<file path="src/include/ddrwl_pkg.sv">
// Summary of operation
// - device ignores clock in self refresh once tCKSRE elapsed.
// - power-down termination off: ODT low if nominal enabled, else forced off.
// - MR1 A7 written 1 enters write leveling, 0 leaves it.
// - MR1 A12 is output disable: 0 enables buffers, 1 disables.
// - in leveling ODT switches strobe termination only, data termination off.
// - device samples CK on strobe rising edge, drives it on DQ.
// - feedback on prime bit or all bits, others low; per byte lane.
package ddrwl_pkg;
  // apb map
  localparam logic [7:0] OFF_CTRL   = 8'h00;
  localparam logic [7:0] OFF_STATUS = 8'h04;
  localparam logic [7:0] OFF_MR0    = 8'h08;
  localparam logic [7:0] OFF_MR1    = 8'h0c;
  // ctrl fields
  localparam int CTRL_ALL_DQ = 0;
  localparam logic [31:0] CTRL_RST = 32'h0000_0000;
  // mode register bits
  localparam int MR1_DLL_DIS = 0;
  localparam int MR1_RTT0    = 2;
  localparam int MR1_WLVL    = 7;
  localparam int MR1_RTT1    = 6;
  localparam int MR1_RTT2    = 9;
  localparam int MR1_QOFF    = 12;
  localparam int MR0_DLL_RST = 8;
  localparam logic [15:0] MR_RST = 16'h0000;
  // command encoding {cs_n, ras_n, cas_n, we_n}
  localparam logic [3:0] CMD_MRS = 4'h0;
  // status fields
  localparam int ST_WLVL = 0;
  localparam int ST_SREF = 1;
  localparam int ST_PDN  = 2;
  localparam int ST_QOFF = 3;
  localparam int ST_DLL_ON = 4;
  localparam int ST_SAMPLE = 8;

  typedef struct packed {
    logic [3:0]  cmd;
    logic [2:0]  ba;
    logic [15:0] addr;
  } ddrwl_cmd_t;

  typedef struct packed {
    logic [1:0]  rtt_dqs_on;
    logic [15:0] dq_o;
    logic [15:0] dq_oe;
  } ddrwl_pins_t;
endpackage : ddrwl_pkg

</file>
<file path="src/design/ddrwl_core.sv">
`timescale 1ns/1ps
module ddrwl_core
(
  // clock and reset
  input  wire logic                  core_clk,
  input  wire logic                  rstn,
  // apb slave
  input  wire logic                  psel,
  input  wire logic                  penable,
  input  wire logic                  pwrite,
  input  wire logic [7:0]            paddr,
  input  wire logic [31:0]           pwdata,
  output logic                       pready,
  output logic [31:0]                prdata,
  output logic                       pslverr,
  // dram pins from controller
  input  wire logic                  ck,
  input  wire logic                  cke,
  input  wire logic                  odt,
  input  wire ddrwl_pkg::ddrwl_cmd_t cmd_in,
  input  wire logic [1:0]            dqs,
  // dq drive and termination
  output ddrwl_pkg::ddrwl_pins_t     pins,
  output logic                       rtt_dq_on
);

  // ***************************************
  // input synchronisers
  // ***************************************
  logic [1:0] ck_s1, ck_s2, cke_s1, cke_s2, odt_s1, odt_s2;
  logic [1:0] dqs_s1, dqs_s2, dqs_s3;
  logic [22:0] cmd_s1, cmd_s2;
  logic        ck_lvl, ck_prev;

  always_ff @(posedge core_clk or negedge rstn)
  begin
    if (!rstn)
    begin
      ck_s1  <= 2'h0;
      ck_s2  <= 2'h0;
      cke_s1 <= 2'h0;
      cke_s2 <= 2'h0;
      odt_s1 <= 2'h0;
      odt_s2 <= 2'h0;
      dqs_s1 <= 2'h0;
      dqs_s2 <= 2'h0;
      dqs_s3 <= 2'h0;
      cmd_s1 <= 23'h7f_ffff;
      cmd_s2 <= 23'h7f_ffff;
      ck_prev <= 1'b0;
    end
    else
    begin
      ck_s1  <= {1'b0, ck};
      ck_s2  <= ck_s1;
      cke_s1 <= {1'b0, cke};
      cke_s2 <= cke_s1;
      odt_s1 <= {1'b0, odt};
      odt_s2 <= odt_s1;
      dqs_s1 <= dqs;
      dqs_s2 <= dqs_s1;
      dqs_s3 <= dqs_s2;
      cmd_s1 <= cmd_in;
      cmd_s2 <= cmd_s1;
      ck_prev <= ck_s2[0];
    end
  end

  // commands are latched on sampled ck rising edges
  wire                   ck_rise = ck_s2[0] & ~ck_prev;
  wire ddrwl_pkg::ddrwl_cmd_t cmd = cmd_s2;
  wire                   cke_l   = cke_s2[0];
  wire                   odt_l   = odt_s2[0];
  wire [1:0]             dqs_rise = dqs_s2 & ~dqs_s3;
  wire                   is_mrs  = ck_rise & cke_l & (cmd.cmd == ddrwl_pkg::CMD_MRS);
  wire                   mrs0    = is_mrs & (cmd.ba == 3'h0);
  wire                   mrs1    = is_mrs & (cmd.ba == 3'h1);
  // self refresh entry {cs,ras,cas low, we high} with cke falling
  wire                   sref_cmd = ck_rise & (cmd.cmd == 4'h1);

  // ***************************************
  // mode register and power state
  // ***************************************
  logic [15:0] mr0_reg, mr1_reg;
  logic        sref_reg, pdn_reg, cke_prev_reg;

  // power-state entry is a ck-edge event: cke was high at the last rise, low now
  wire         cke_drop = ck_rise & cke_prev_reg & ~cke_l;

  always_ff @(posedge core_clk or negedge rstn)
  begin
    if (!rstn)
    begin
      mr0_reg      <= ddrwl_pkg::MR_RST;
      mr1_reg      <= ddrwl_pkg::MR_RST;
      sref_reg     <= 1'b0;
      pdn_reg      <= 1'b0;
      cke_prev_reg <= 1'b0;
    end
    else
    begin
      if (ck_rise)
        cke_prev_reg <= cke_l;
      // write leveling follows MR1 A7; output disable follows A12
      if (mrs1)
        mr1_reg <= cmd.addr;
      if (mrs0)
        mr0_reg <= cmd.addr;
      // self refresh: clock ignored until cke returns
      if (cke_drop & sref_cmd)
        sref_reg <= 1'b1;
      else if (cke_l)
        sref_reg <= 1'b0;
      // any other cke drop at a ck rise is power-down
      if (cke_drop & ~sref_cmd)
        pdn_reg <= 1'b1;
      else if (cke_l)
        pdn_reg <= 1'b0;
    end
  end

  wire wlvl   = mr1_reg[ddrwl_pkg::MR1_WLVL];
  wire qoff   = mr1_reg[ddrwl_pkg::MR1_QOFF];
  wire rtt_nom_en = mr1_reg[ddrwl_pkg::MR1_RTT0] | mr1_reg[ddrwl_pkg::MR1_RTT1]
                  | mr1_reg[ddrwl_pkg::MR1_RTT2];
  wire dll_on = ~mr1_reg[ddrwl_pkg::MR1_DLL_DIS];

  // ***************************************
  // write leveling feedback
  // ***************************************
  logic [1:0]  sample_reg;
  logic [1:0]  sampled_reg;
  logic        all_dq_reg;

  always_ff @(posedge core_clk or negedge rstn)
  begin
    if (!rstn)
    begin
      sample_reg  <= 2'h0;
      sampled_reg <= 2'h0;
    end
    else if (!wlvl)
    begin
      sample_reg  <= 2'h0;
      sampled_reg <= 2'h0;
    end
    else
    begin
      // per byte lane, own strobe catches ck level
      for (int i = 0; i < 2; i++)
      begin
        if (dqs_rise[i])
        begin
          sample_reg[i]  <= ck_s2[0];
          sampled_reg[i] <= 1'b1;
        end
      end
    end
  end

  // ***************************************
  // pin drive and termination
  // ***************************************
  ddrwl_pkg::ddrwl_pins_t pins_next;
  logic                   rtt_dq_next;

  always_comb
  begin
    pins_next = '0;
    for (int i = 0; i < 2; i++)
    begin
      // outputs disabled when qoff is set
      if (wlvl & ~qoff & sampled_reg[i])
      begin
        pins_next.dq_oe[i*8 +: 8] = 8'hff;
        // non-prime bits driven low after first sample unless ctrl selects all-dq feedback
        pins_next.dq_o[i*8 +: 8]  = all_dq_reg ? {8{sample_reg[i]}} : {7'h00, sample_reg[i]};
      end
      // odt switches only strobe termination in leveling
      pins_next.rtt_dqs_on[i] = wlvl & odt_l & rtt_nom_en;
    end
    // data termination off in leveling; in power-down and self refresh forced off
    rtt_dq_next = ~wlvl & odt_l & rtt_nom_en & cke_l & ~sref_reg;
  end

  always_ff @(posedge core_clk or negedge rstn)
  begin
    if (!rstn)
    begin
      pins      <= '0;
      rtt_dq_on <= 1'b0;
    end
    else
    begin
      pins      <= pins_next;
      rtt_dq_on <= rtt_dq_next;
    end
  end

  // ***************************************
  // apb slave
  // ***************************************
  logic [31:0] ctrl_reg;
  wire         acc    = psel & penable & ~pready;
  wire         hit_ct = paddr == ddrwl_pkg::OFF_CTRL;
  wire         hit_st = paddr == ddrwl_pkg::OFF_STATUS;
  wire         hit_m0 = paddr == ddrwl_pkg::OFF_MR0;
  wire         hit_m1 = paddr == ddrwl_pkg::OFF_MR1;
  wire         mapped = hit_ct | hit_st | hit_m0 | hit_m1;
  wire [31:0]  status = {22'h0, sample_reg, 3'h0, dll_on, qoff, pdn_reg, sref_reg, wlvl};
  wire [31:0]  rd_mux = hit_ct ? ctrl_reg
                      : hit_st ? status
                      : hit_m0 ? {16'h0, mr0_reg}
                      : hit_m1 ? {16'h0, mr1_reg} : 32'h0;

  assign all_dq_reg = ctrl_reg[ddrwl_pkg::CTRL_ALL_DQ];

  always_ff @(posedge core_clk or negedge rstn)
  begin
    if (!rstn)
    begin
      ctrl_reg <= ddrwl_pkg::CTRL_RST;
      pready   <= 1'b0;
      prdata   <= 32'h0;
      pslverr  <= 1'b0;
    end
    else
    begin
      pready  <= acc;
      pslverr <= acc & ~mapped;
      if (acc & ~pwrite)
        prdata <= rd_mux;
      if (acc & pwrite & hit_ct)
        ctrl_reg <= {31'h0, pwdata[ddrwl_pkg::CTRL_ALL_DQ]};
    end
  end

endmodule : ddrwl_core

</file>
<file path="config.mk">
export PLATFORM = sky130hd
export DESIGN_NAME = ddrwl_core
export DESIGN_NICKNAME = d
export VERILOG_FILES = /design/src/include/ddrwl_pkg.sv /design/src/design/ddrwl_core.sv
export SDC_FILE = /design/constraint.sdc
export NUM_CORES = 1
export LEC_CHECK = 0
export BUFFER_PORTS_ARGS = -buffer_cell sky130_fd_sc_hd__buf_2
export CORE_MARGIN = 5
export CORE_UTILIZATION = 30
export CTS_CLUSTER_SIZE = 16
export DETAILED_ROUTE_END_ITERATION = 8
export PLACE_DENSITY = 0.49
export SLEW_MARGIN = 0
export SYNTH_ARGS = -nofsm -noshare
export SYNTH_HDL_FRONTEND = slang
export SYNTH_SLANG_ARGS = --single-unit
</file>
<file path="constraint.sdc">
create_clock -name core_clk -period 2.25 [get_ports core_clk]
set_input_delay 0.45 -clock core_clk [delete_from_list [all_inputs] [get_ports core_clk]]
set_output_delay 0.45 -clock core_clk [all_outputs]
set_load 0.005 [all_outputs]
</file>
==> results list, run 1 <==
* Hold Path Class: in -> async
* Core ar.: 15,660 sq um
- All-Layer GR Usage: 10.56%
* Die ar.: 18,390 sq um
- Net Switching: 1.056 mW
- Int Pwr: 4.067 mW
- The first TritonRoute pass finished after 4 iterations.
* Fin. Hold Viols: 0
- The mapped netlist covers 4733 sq um.
- Ordered cell list for the critical path: nor2b_1, nand4b_4, buf_4, mux2_4
- The tool flagged a number of max-cap violations equal to 0.
* Met3 capacity usage during global routing: 4.235%
- From bottom edge to top edge, the die measures 135.6 um.
- Net switching is 20.61% of the power.
- The multi-input combinational cells in the finished layout cover a total of 1221 sq um.
- Number of enable-type register cells in the synthesized netlist: 0
- Number of buffers on the longest clock path: 2
- Among all stages on the critical path, the largest delay is contributed by nor2b_1.
- Buffer and inverter count on the worst path: 1
- Post-DR vias/cell: 4.071
- Number of inserted filler cells in the final layout: 1,526
* Antenna violations before repair: 0
- Power density relative to cell area: 882.6 nW/um^2
* Placed wire-length estimate: 6255 um
* Category of the worst setup path capture point: register
* Number of hold buffers added after CTS: 0
- On the worst path, the slowest cell contributes a delay of 0.53 ns.
* Post-synthesis async set-or-reset flop share: 100.0%
* Clk Latency, worst-skew pair: 0.40 ns
* Register clock-pin slew on the reported worst setup and hold paths: 0.05 ns
- Crit path arrival time: 2.07 ns
- Crit start category: register
- Global routing consumed, on the met1 layer, 13.52% of the routing resources.
- Level count of the clock H-tree: 4
* Number of setup violations in the final report: 0
- Routing usage on met2: 15.76%
* Initial core utilization: 30.23%
- FF+latch count, synth: 125
* Maximum fanout count along the critical path: 16
- Detailed routing inserted a total of 2,532 vias.
* Synth cell types: 38
- VDD sags by at most 0.4518 mV.
- Most congested layer reported by global routing: met2
- The worst setup path is of the reg -> reg kind.
* Mean cell area of the mapped netlist: 15.32 sq um
* CTS resizes: 0
- Final Total Pwr: 5.123 mW
- At the worst endpoint, the required time is 2.54 ns.
- Registers take 3186 sq um.
* Violation count after the first detailed-route iteration: 163
- Part of the total power dissipated in the clock network: 49.5%
- Total inserted antenna cells: 0
- Based on the critical path, the design can be clocked at up to 560.4 MHz.
- Clock period minus worst slack: 1.785 ns
- Number of remaining DRC errors: 0
- TritonCTS clock tree: done
- Status: finished clean
- Number of nets in the final layout: 466
- Relative to the synthesized area, the layout overhead comes to 22.63%.
- Transition time at the pin with the least slew margin: 0.6030 ns
* Portion of total power attributed to sequential cells: 46.8%
- Setup Skew: 0.004168 ns
- First-pass GRT wire length: 14,700 um
* Lkg Pwr: 2.906 nW
- The final-report max-slew violation count was 0.
- The via count of the first global-routing pass was 2,739.
- Setup repair after global routing left no endpoint under its margin.
- Antenna Violating Nets Remaining: 0
- Kind of cell with the highest combined delay on the critical path: simple AND/OR/NAND/NOR gates
- Clock sink count: 125
- For this run, the register share of the synthesized area comes to 67.30%.
- Headroom to the max-slew limit came out at 59.72%.
- Chip width: 135.6 um
- Syn. warnings: 0
- Num CTS Buffers: 17
- Portion of the clock cycle consumed by the worst path in the final layout: 79.31%
* Row count: 46
- During placement, the flow inserted port buffers numbering 94.
* Post-CTS setup-driven buffer insertion count: 0
* WL final: 9140 um
- Post-Synthesis Cells: 309
* Accumulated negative setup slack: 0 ns
- For this run, the leading register cell type out of synthesis is dfrtp_1.
* I/O Pins: 142
* Proportion of layout cells with a drive suffix above 1: 54.19%
- Entering global routing, the biggest net connects 44 pins.
- Summed over all layers, the global routing overflow is 0.
- Clock Tree Root: clkbuf_16
- Weighted congestion reported at the end of routability-driven placement: 0.7340
* Final routed wire length divided by cell count: 14.69 um
* Combinational cell fraction of total power: 3.6%
[placed cells by master (no fill, tap or decap), drive strengths merged, types with 2 or more instances in the layout]
cell type and count:
a22oi 5, and2 4, and3 2, buf 102
clkbuf 27, clkinv 5, conb 16, dfrtp 79
dfstp 46, inv 2, mux2 39, mux2i 11
nand2 16, nand2b 2, nand4 2, nand4b 2
nor2 10, nor2b 5, nor4b 2, o21ai 7
o31ai 10
[cells in the mapped netlist, types with 2 or more instances]
master	count	area share, %
inv_1	2	0.16
buf_6	2	0.48
o31ai_1	10	1.6
a22oi_1	5	0.79
dfrtp_1	79	42
nor2b_1	5	0.66
nor2_1	10	0.79
mux2_4	20	6.3
buf_4	43	6.8
buf_2	3	0.32
and3_1	2	0.26
mux2i_1	11	2.3
o21ai_0	7	0.74
nand2_1	16	1.3
nand2b_1	2	0.26
clkbuf_1	4	0.32
dfstp_2	46	26
and2_1	4	0.53
mux2_2	19	4.5
[logic make-up (layout without fill, tap and decap cells)]
kind of cell           count (synthesis)  after routing  share of synthesized area, %
flip-flops                           125            125                         67.30
buffers and inverters                 54            136                         8.089
AND/OR/NAND/NOR                       52             52                         7.085
multiplexers                          51             51                         13.67
AO/OA/AOI/OAI                         26             26                         3.780
other                                  1             16                       0.07923
[power groups by stage]
stage          registers, mW  logic [mW]  clock network, mW
6_report                2.40       0.185               2.54
5_1_grt                 2.41       0.212               2.73
4_1_cts                 2.40       0.191               2.63
3_5_place_dp            2.44       0.190                  0
3_3_place_gp            2.43       0.186                  0
2_1_floorplan           2.42      0.0992                  0
[area by class of cell]
| type | instances | area share, % |
|---|---|---|
| multi-input cells | 145 | 21.04 |
| clock buffers | 27 | 9.248 |
| repair buffers | 102 | 9.614 |
| flip-flops and latches | 125 | 54.88 |
| clock inverters | 5 | 0.4311 |
| inverters | 2 | 0.1293 |
| well taps | 216 | 4.656 |
[worst paths after layout]
check                               startpoint                     end  slack [ns]  depth (start not counted)
max in group asynchronous                 rstn    cmd_s1[11]$_DFF_PN1_        1.56                          2
hold reg to reg            dqs_s1[0]$_DFF_PN0_     dqs_s2[0]$_DFF_PN0_        0.35                          0
setup reg to reg            ck_s2[0]$_DFF_PN0_  mr0_reg[6]$_DFFE_PN0P_        0.47                          4
min in group core_clk                cmd_in[0]     cmd_s1[0]$_DFF_PN1_        0.14                          1
hold / removal                            rstn  prdata[13]$_DFFE_PN0P_        0.01                          1
setup / recovery            ck_s2[0]$_DFF_PN0_  mr0_reg[6]$_DFFE_PN0P_        0.47                          4
[metal layers]
metal,up-vias,wire (um),share of wire [%]
li1,1172,-,-
met1,1260,4007,44
met2,91,4265,47
met3,9,756,8.3
met4,0,111,1.2
met5,-,0,0
[stage by stage]
step	cells	utilization [%]	hold WS [ns]	setup slack, ns	area [sq um]
detailed placement	590	33.49	0.3347	0.4485	5243
finish	622	37.08	0.01471	0.4655	5804
global route	622	37.08	0.04339	0.3580	5804
CTS	622	37.08	0.01727	0.4308	5804
floorplan	324	-	0.1544	0.7011	4790
global placement	590	33.49	0.3358	0.5045	5243
(Power assumes the default switching activity.)
==> run 2: changes to the inputs <==
--- a/config.mk
+++ b/config.mk
@@ -5,6 +5,7 @@
 export SDC_FILE = /design/constraint.sdc
 export NUM_CORES = 1
 export LEC_CHECK = 0
+export ABC_AREA = 1
 export BUFFER_PORTS_ARGS = -buffer_cell sky130_fd_sc_hd__buf_2
 export CORE_MARGIN = 5
 export CORE_UTILIZATION = 30
==> constraint.sdc (replaced) <==
create_clock -name core_clk -period 1.8 [get_ports core_clk]
set_input_delay 0.36 -clock core_clk [delete_from_list [all_inputs] [get_ports core_clk]]
set_output_delay 0.36 -clock core_clk [all_outputs]
set_load 0.005 [all_outputs]
==> run 2 against run 1 <==
First-iteration DRC count fell by 4.3%. Sequential cell count did not move. Non-clock buffer count rose by 2. Global-route usage rose by 0.88 points. Core utilization rose by 0.62 points. Final cell count rose by 26%. Hold slack improved by 0.027 ns. Critical path type unchanged. Clock skew rose by 0.0055 ns. Synthesized area rose by 2.0%. Die area rose by 1.8%. Combinational power rose by 15%. Clock-buffer cell count fell by 9.
==> results list, run 2 <==
- Mean cell area of the mapped netlist: 10.20 sq um
- Walking the worst path, the cells encountered are nor2_1, nand2_1, nor3_4, buf_4, nand3_1, nand2_1.
- Number of buffers on the longest clock path: 2
- Number of remaining DRC errors: 0
- Counting the fill cells in the layout gives 1,608.
* Hold slack final: 0.04190 ns
* Critical path's largest stage delay: 0.35 ns
- Register cell area after layout: 3186 sq um
* Vias in the first global route: 3,312
* Setup slack of the most critical reg-to-reg path: 0.21 ns
- Accumulated negative setup slack: 0 ns
* Data required time at the worst endpoint: 2.14 ns
- The area growth from synthesis to layout is 23.65%.
- Antenna Violating Nets Remaining: 0
- Level count of the clock H-tree: 4
* Maximum number of pins on one net before global-route repair: 84
- Multi-input combinational cell area: 1217 sq um
- The largest individual stage delay along the critical path comes from the cell dfstp_2.
- By count the netlist is led by nand2_1, dfrtp_1, dfstp_2, buf_4, nand3_1.
- Number of setup violations in the final report: 0
- Power density relative to cell area: 1136 nW/um^2
- 142 I/O pins were placed.
- Max-cap check violation count: 0
- Ranked by total cell area, the synthesized netlist is headed by dfrtp_1, dfstp_2, nand2_1, buf_4, nand3_1.
* Die extent in y: 136.8 um
- The finished cells cover 5967 sq um.
- The die covers 18,720 sq um.
* Hold Path Class: in -> reg
* Buffer and inverter count on the worst path: 1
* Maximum fanout count along the critical path: 26
- Summing the sequential cell areas from Yosys gives 66.01% of the chip area.
* Cell seen most often among critical-path stages: nand2_1
* Violation count after the first detailed-route iteration: 156
- Core ar.: 15,830 sq um
- Critical setup path kind: reg -> reg
- Crit start category: register
- Setup repair after global routing left no endpoint under its margin.
- Global routing consumed, over all layers together, 11.44% of the routing resources.
- Category of the worst setup path capture point: register
- Max Freq: 630.4 MHz
- Number of I/O port buffers: 94
- The synthesized design contains 125 register bits.
* Initial core utilization: 30.49%
- Commonest non-fill, non-tap cells in the layout: nand2_1, buf_2, dfrtp_1
* TritonCTS clock tree: done
- The routed design could run at a clock period as short as 1.586 ns.
- Row count: 46
- The wire-length estimate of the detail-placed layout is 6883 um.
* Num CTS Buffers: 17
- Final routed wire length divided by cell count: 12.52 um
- Cells with a size suffix above 1 make up 34.21% of the layout.
- Portion of the clock cycle consumed by the worst path in the final layout: 88.13%
- Max rail drop VDD: 0.6320 mV
* Number of nets in the final layout: 630
- The synthesized netlist contains 26 unique library cells.
- After clock tree synthesis, the clock-pin slew on the worst setup and hold paths is 0.05 ns.
- dfrtp_1 takes more of the synthesized area than any other cell.
* Post-DR vias/cell: 4.050
* Lkg Pwr: 3.127 nW
- Synthesis produced 473 cells.
* Antenna violations before repair: 0
- In this run the horizontal extent of the chip is 136.8 um.
* Cell Area, Synth: 4826 sq um
- Most common cell in the netlist: nand2_1
* Fin. Hold Viols: 0
* Setup Skew: 0.009679 ns
- Number of enable-type register cells in the synthesized netlist: 0
- Weighted congestion reported at the end of routability-driven placement: 0.7703
- Total inserted antenna cells: 0
* Post-synthesis async set-or-reset flop share: 100.0%
* Detailed-router iteration count before antenna repair: 4
- Post-synth top flop: dfrtp_1
* Max-slew violation total from the final report: 0
- Summed over all layers, the routed wires come to 9840 um.
* DR vias: 3,183
- The library cell used most frequently in the layout, excluding fill and tap cells, is nand2_1.
- Syn. warnings: 0
* Clock Tree Root: clkbuf_16
- After global routing the overflow that remains totals 0.
- The run finished with clean final reports.
- Standard cell area after detailed placement: 5324 sq um
- The top cell type by area accounts for 40.96% of the synthesized area.
- Crit path arrival time: 1.93 ns
- First-pass GRT wire length: 16,410 um
- Kind of cell with the highest combined delay on the critical path: simple AND/OR/NAND/NOR gates
- Clock sink count: 125
- Clock latency on the worst-skew pair, taken at its later pin, is 0.41 ns.
## run 2: cell types whose count changed after synthesis, sizes merged, moves of 10 or more
cell / delta
nand2: +153
mux2: -39
nand3: +42
nor2: +21
o31ai: -10
mux2i: -11
inv: +24
## run 2: area by class of cell
cell class,count,area share (%)
clock buffers,18,7.360
inverters,26,1.636
multi-input cells,283,20.40
repair buffers,104,9.436
flip-flops and latches,125,53.39
clock inverters,14,3.250
well taps,216,4.529
## run 2: cells by family after synthesis
group / count (synthesis) / share of synthesized area, %
compound gates: 12 / 1.348
buf+inv: 80 / 9.930
flops: 125 / 66.01
other cells: 1 / 0.07771
simple gates: 255 / 22.63
## run 2: worst paths after layout
kind / start / to / depth (start not counted)
worst min register to register: odt_s1[0]$_DFF_PN0_ / odt_s2[0]$_DFF_PN0_ / 0
worst max register to register: cmd[22]$_DFF_PN1_ / mr0_reg[11]$_DFFE_PN0P_ / 6
min in group asynchronous: rstn / odt_s1[0]$_DFF_PN0_ / 3
worst max-delay path: cmd[22]$_DFF_PN1_ / mr0_reg[11]$_DFFE_PN0P_ / 6
max in group asynchronous: rstn / cmd[11]$_DFF_PN1_ / 3
worst min-delay path: cmd_in[1] / cmd_s1[1]$_DFF_PN1_ / 1
## run 2: timing repair
item	4_1_cts	5_1_grt
resized for setup	0	0
hold buffers	1	0
hold endpoints to repair	40	0
setup buffers	0	0
## run 2: layer usage
layer / vias up / routed length, um / track usage, %
met2: 115 / 4424 / 17.42
met4: 0 / 225 / 6.098
met1: 1467 / 4446 / 14.32
met5: - / 0 / 0
li1: 1586 / - / -
met3: 15 / 743 / 4.007
## run 2: power by group
| part | switching, mW | internal (mW) |
|---|---|---|
| sequential | 0.0462 | 2.95 |
| combinational | 0.141 | 0.0713 |
| clock | 1.22 | 2.35 |
| total | 1.41 | 5.37 |
## run 2: stage by stage
step	setup slack [ns]	util [%]	total power, mW	instances
6_report	0.2136	37.70	6.778	786
5_1_grt	0.04735	37.70	7.056	786
4_1_cts	0.1788	37.70	6.886	786
3_5_place_dp	0.1390	33.64	3.259	753
3_3_place_gp	0.1544	33.64	3.253	753
2_1_floorplan	0.4739	-	3.131	488
==> run 3: changes to the inputs <==
==> constraint.sdc (replaced) <==
create_clock -name core_clk -period 1.9 [get_ports core_clk]
set_input_delay 0.38 -clock core_clk [delete_from_list [all_inputs] [get_ports core_clk]]
set_output_delay 0.38 -clock core_clk [all_outputs]
set_load 0.005 [all_outputs]
==> run 3 against run 2 <==
Global-route usage barely moved. Critical path type unchanged. Core utilization barely moved. Final cell count rose by 0.25%. Register-to-register slack improved by 0.20 ns. Hold slack improved by 0.031 ns. Via count rose by 1.2%. Die area did not move. Clock skew fell by 0.00079 ns. Largest power group unchanged.
==> results list, run 3 (synthesized netlist as in run 2, its figures left out) <==
- Critical setup path kind: reg -> reg
- WL final: 9961 um
- The final number of hold-violating endpoints is 0.
- Clock period minus worst slack: 1.484 ns
- Leaving out fill and tap cells, the most frequent cell in the layout is nand2_1.
* Routed wire length on met2: 4577 um
- Of the available clock period, the critical path in the final layout requires 78.13%.
* Cell Count, Final, Fillers Out: 788
- After routing the design area is 5968 sq um.
* Post-DR vias/cell: 4.086
- The wire-length estimate of the detail-placed layout is 6944 um.
- Across the VDD grid, the largest voltage drop is 0.5768 mV.
* Max-slew violation total from the final report: 0
- Proportion of layout cells with a drive suffix above 1: 33.57%
* Status: finished clean
- Crit path arrival time: 1.83 ns
- Entering global routing, the biggest net connects 70 pins.
- The first global-routing pass estimated 16,380 um of wire.
- Setup Skew: 0.008890 ns
- At the worst endpoint, the required time is 2.24 ns.
- STA classifies the critical path startpoint as a register.
- The root buffer cell chosen for the clock tree is clkbuf_16.
* Post-CTS setup-driven buffer insertion count: 0
- Core ar.: 15,830 sq um
- The count of nets left with antenna violations once routing finished came out at 0.
* Highest routed layer: met4
- The floorplan has 46 rows.
- Routability-driven placement finished with a final weighted congestion of 0.7683.
- Adding up every negative setup slack in the final design gives 0 ns.
* Number of nets in the final layout: 632
- Power spread over the standard cell area amounts to 1034 nW/um^2.
* Maximum fanout count along the critical path: 32
- Setup repair after global routing left no endpoint under its margin.
- In this run, placement finished with an instance count of 755.
- TritonCTS clock tree: done
- Hold Path Class: in -> reg
- Clk Latency, worst-skew pair: 0.41 ns
- Synth-to-Final Area Change: 23.67%
- Gr ovfl total: 0
* Standard cell area after detailed placement: 5376 sq um
- In the final routing, the length of wire on met1 measures 4365 um.
* Max Freq: 673.6 MHz
- Total inserted antenna cells: 0
- Vias in the first global route: 3,249
- The worst setup path is captured at a register.
- Number of remaining DRC errors: 0
- For this design the top-level I/O count stands at 142.
- Register clock-pin slew on the reported worst setup and hold paths: 0.05 ns
- Detailed-router iteration count before antenna repair: 4
- Global routing used 11.41% of the available tracks.
- Level count of the clock H-tree: 4
- Antenna violations before repair: 0
- Number of setup violations in the final report: 0
- Lkg Pwr: 3.144 nW
- Number of I/O port buffers: 94
- Final Total Pwr: 6.172 mW
* Final routed wire length divided by cell count: 12.64 um
- Max-cap check violation count: 0
- Wire segments on met3 add up to 874 um in the final route.
- Num CTS Buffers: 17
- Number of buffers on the longest clock path: 2
- Initial core utilization: 30.49%
- The die is 136.8 um tall.
* Commonest non-fill, non-tap cells in the layout: nand2_1, buf_2, dfrtp_1
- Violation count after the first detailed-route iteration: 151
- Chip width: 136.8 um
* DR vias: 3,220
- Clock tree synthesis found a total of 125 sinks.
- The die covers 18,720 sq um.
==> run 3: cell count changes in the layout (fill, tap and decap cells not counted) <==
cell and change:
clkinv_4 -3, bufinv_16 -2, clkinv_2 +3, buf_4 -1, clkbuf_1 +5, clkinvlp_4 -5, clkbuf_16 +1, clkbuf_8 +1
buf_12 +3
==> run 3: cell type report <==
class,count,area [sq um]
clock inverters,7,85.08
repair buffers,106,615.6
clock buffers,25,496.7
well taps,216,270.3
flip-flops and latches,125,3186
fillers,1619,9859
multi-input cells,283,1217
inverters,26,97.59
==> run 3: critical path, stage by stage, from the launching register on <==
cell and delay (ns):
dfstp_2 0.35, nor2_1 0.14, nand2_1 0.11, nor3_4 0.24, buf_4 0.35, nand3_1 0.13
nand2_1 0.09
==> run 3: worst paths after layout <==
path	to	start	slack, ns	depth (start not counted)
worst max-delay path	mr0_reg[13]$_DFFE_PN0P_	cmd[22]$_DFF_PN1_	0.42	6
worst min-delay path	dqs_s1[1]$_DFF_PN0_	dqs[1]	0.07	1
worst max register to register	mr0_reg[13]$_DFFE_PN0P_	cmd[22]$_DFF_PN1_	0.42	6
worst min register to register	odt_s2[0]$_DFF_PN0_	odt_s1[0]$_DFF_PN0_	0.34	0
max in group asynchronous	cmd[19]$_DFF_PN1_	rstn	1.04	3
min in group asynchronous	mr0_reg[10]$_DFFE_PN0P_	rstn	0.54	3
==> run 3: layer usage <==
metal	global-route usage, %	up-vias
met5	0	-
met4	4.823	0
met3	4.081	9
met2	17.83	134
met1	14.34	1491
li1	-	1586
==> run 3: report_power, final <==
part | total, mW | internal [mW] | leakage [nW] | switching, mW
registers | 2.84 | 2.80 | 1.55 | 0.0423
clock network | 3.13 | 2.06 | 0.290 | 1.06
logic | 0.209 | 0.0725 | 1.31 | 0.136
total | 6.17 | 4.93 | 3.14 | 1.24
==> run 3: timing repair <==
action / CTS / global route
resized for setup: 0 / 0
hold buffers: 1 / 0
hold endpoints to repair: 15 / 0
==> run 3: stage by stage <==
step	util (%)	hold slack, ns	setup slack, ns
2_1_floorplan	-	0.08441	0.5739
3_3_place_gp	33.97	0.3369	0.2894
3_5_place_dp	33.97	0.3364	0.2501
5_1_grt	37.71	0.04570	0.2622
6_report	37.71	0.07294	0.4155
4_1_cts	37.71	0.04952	0.4121
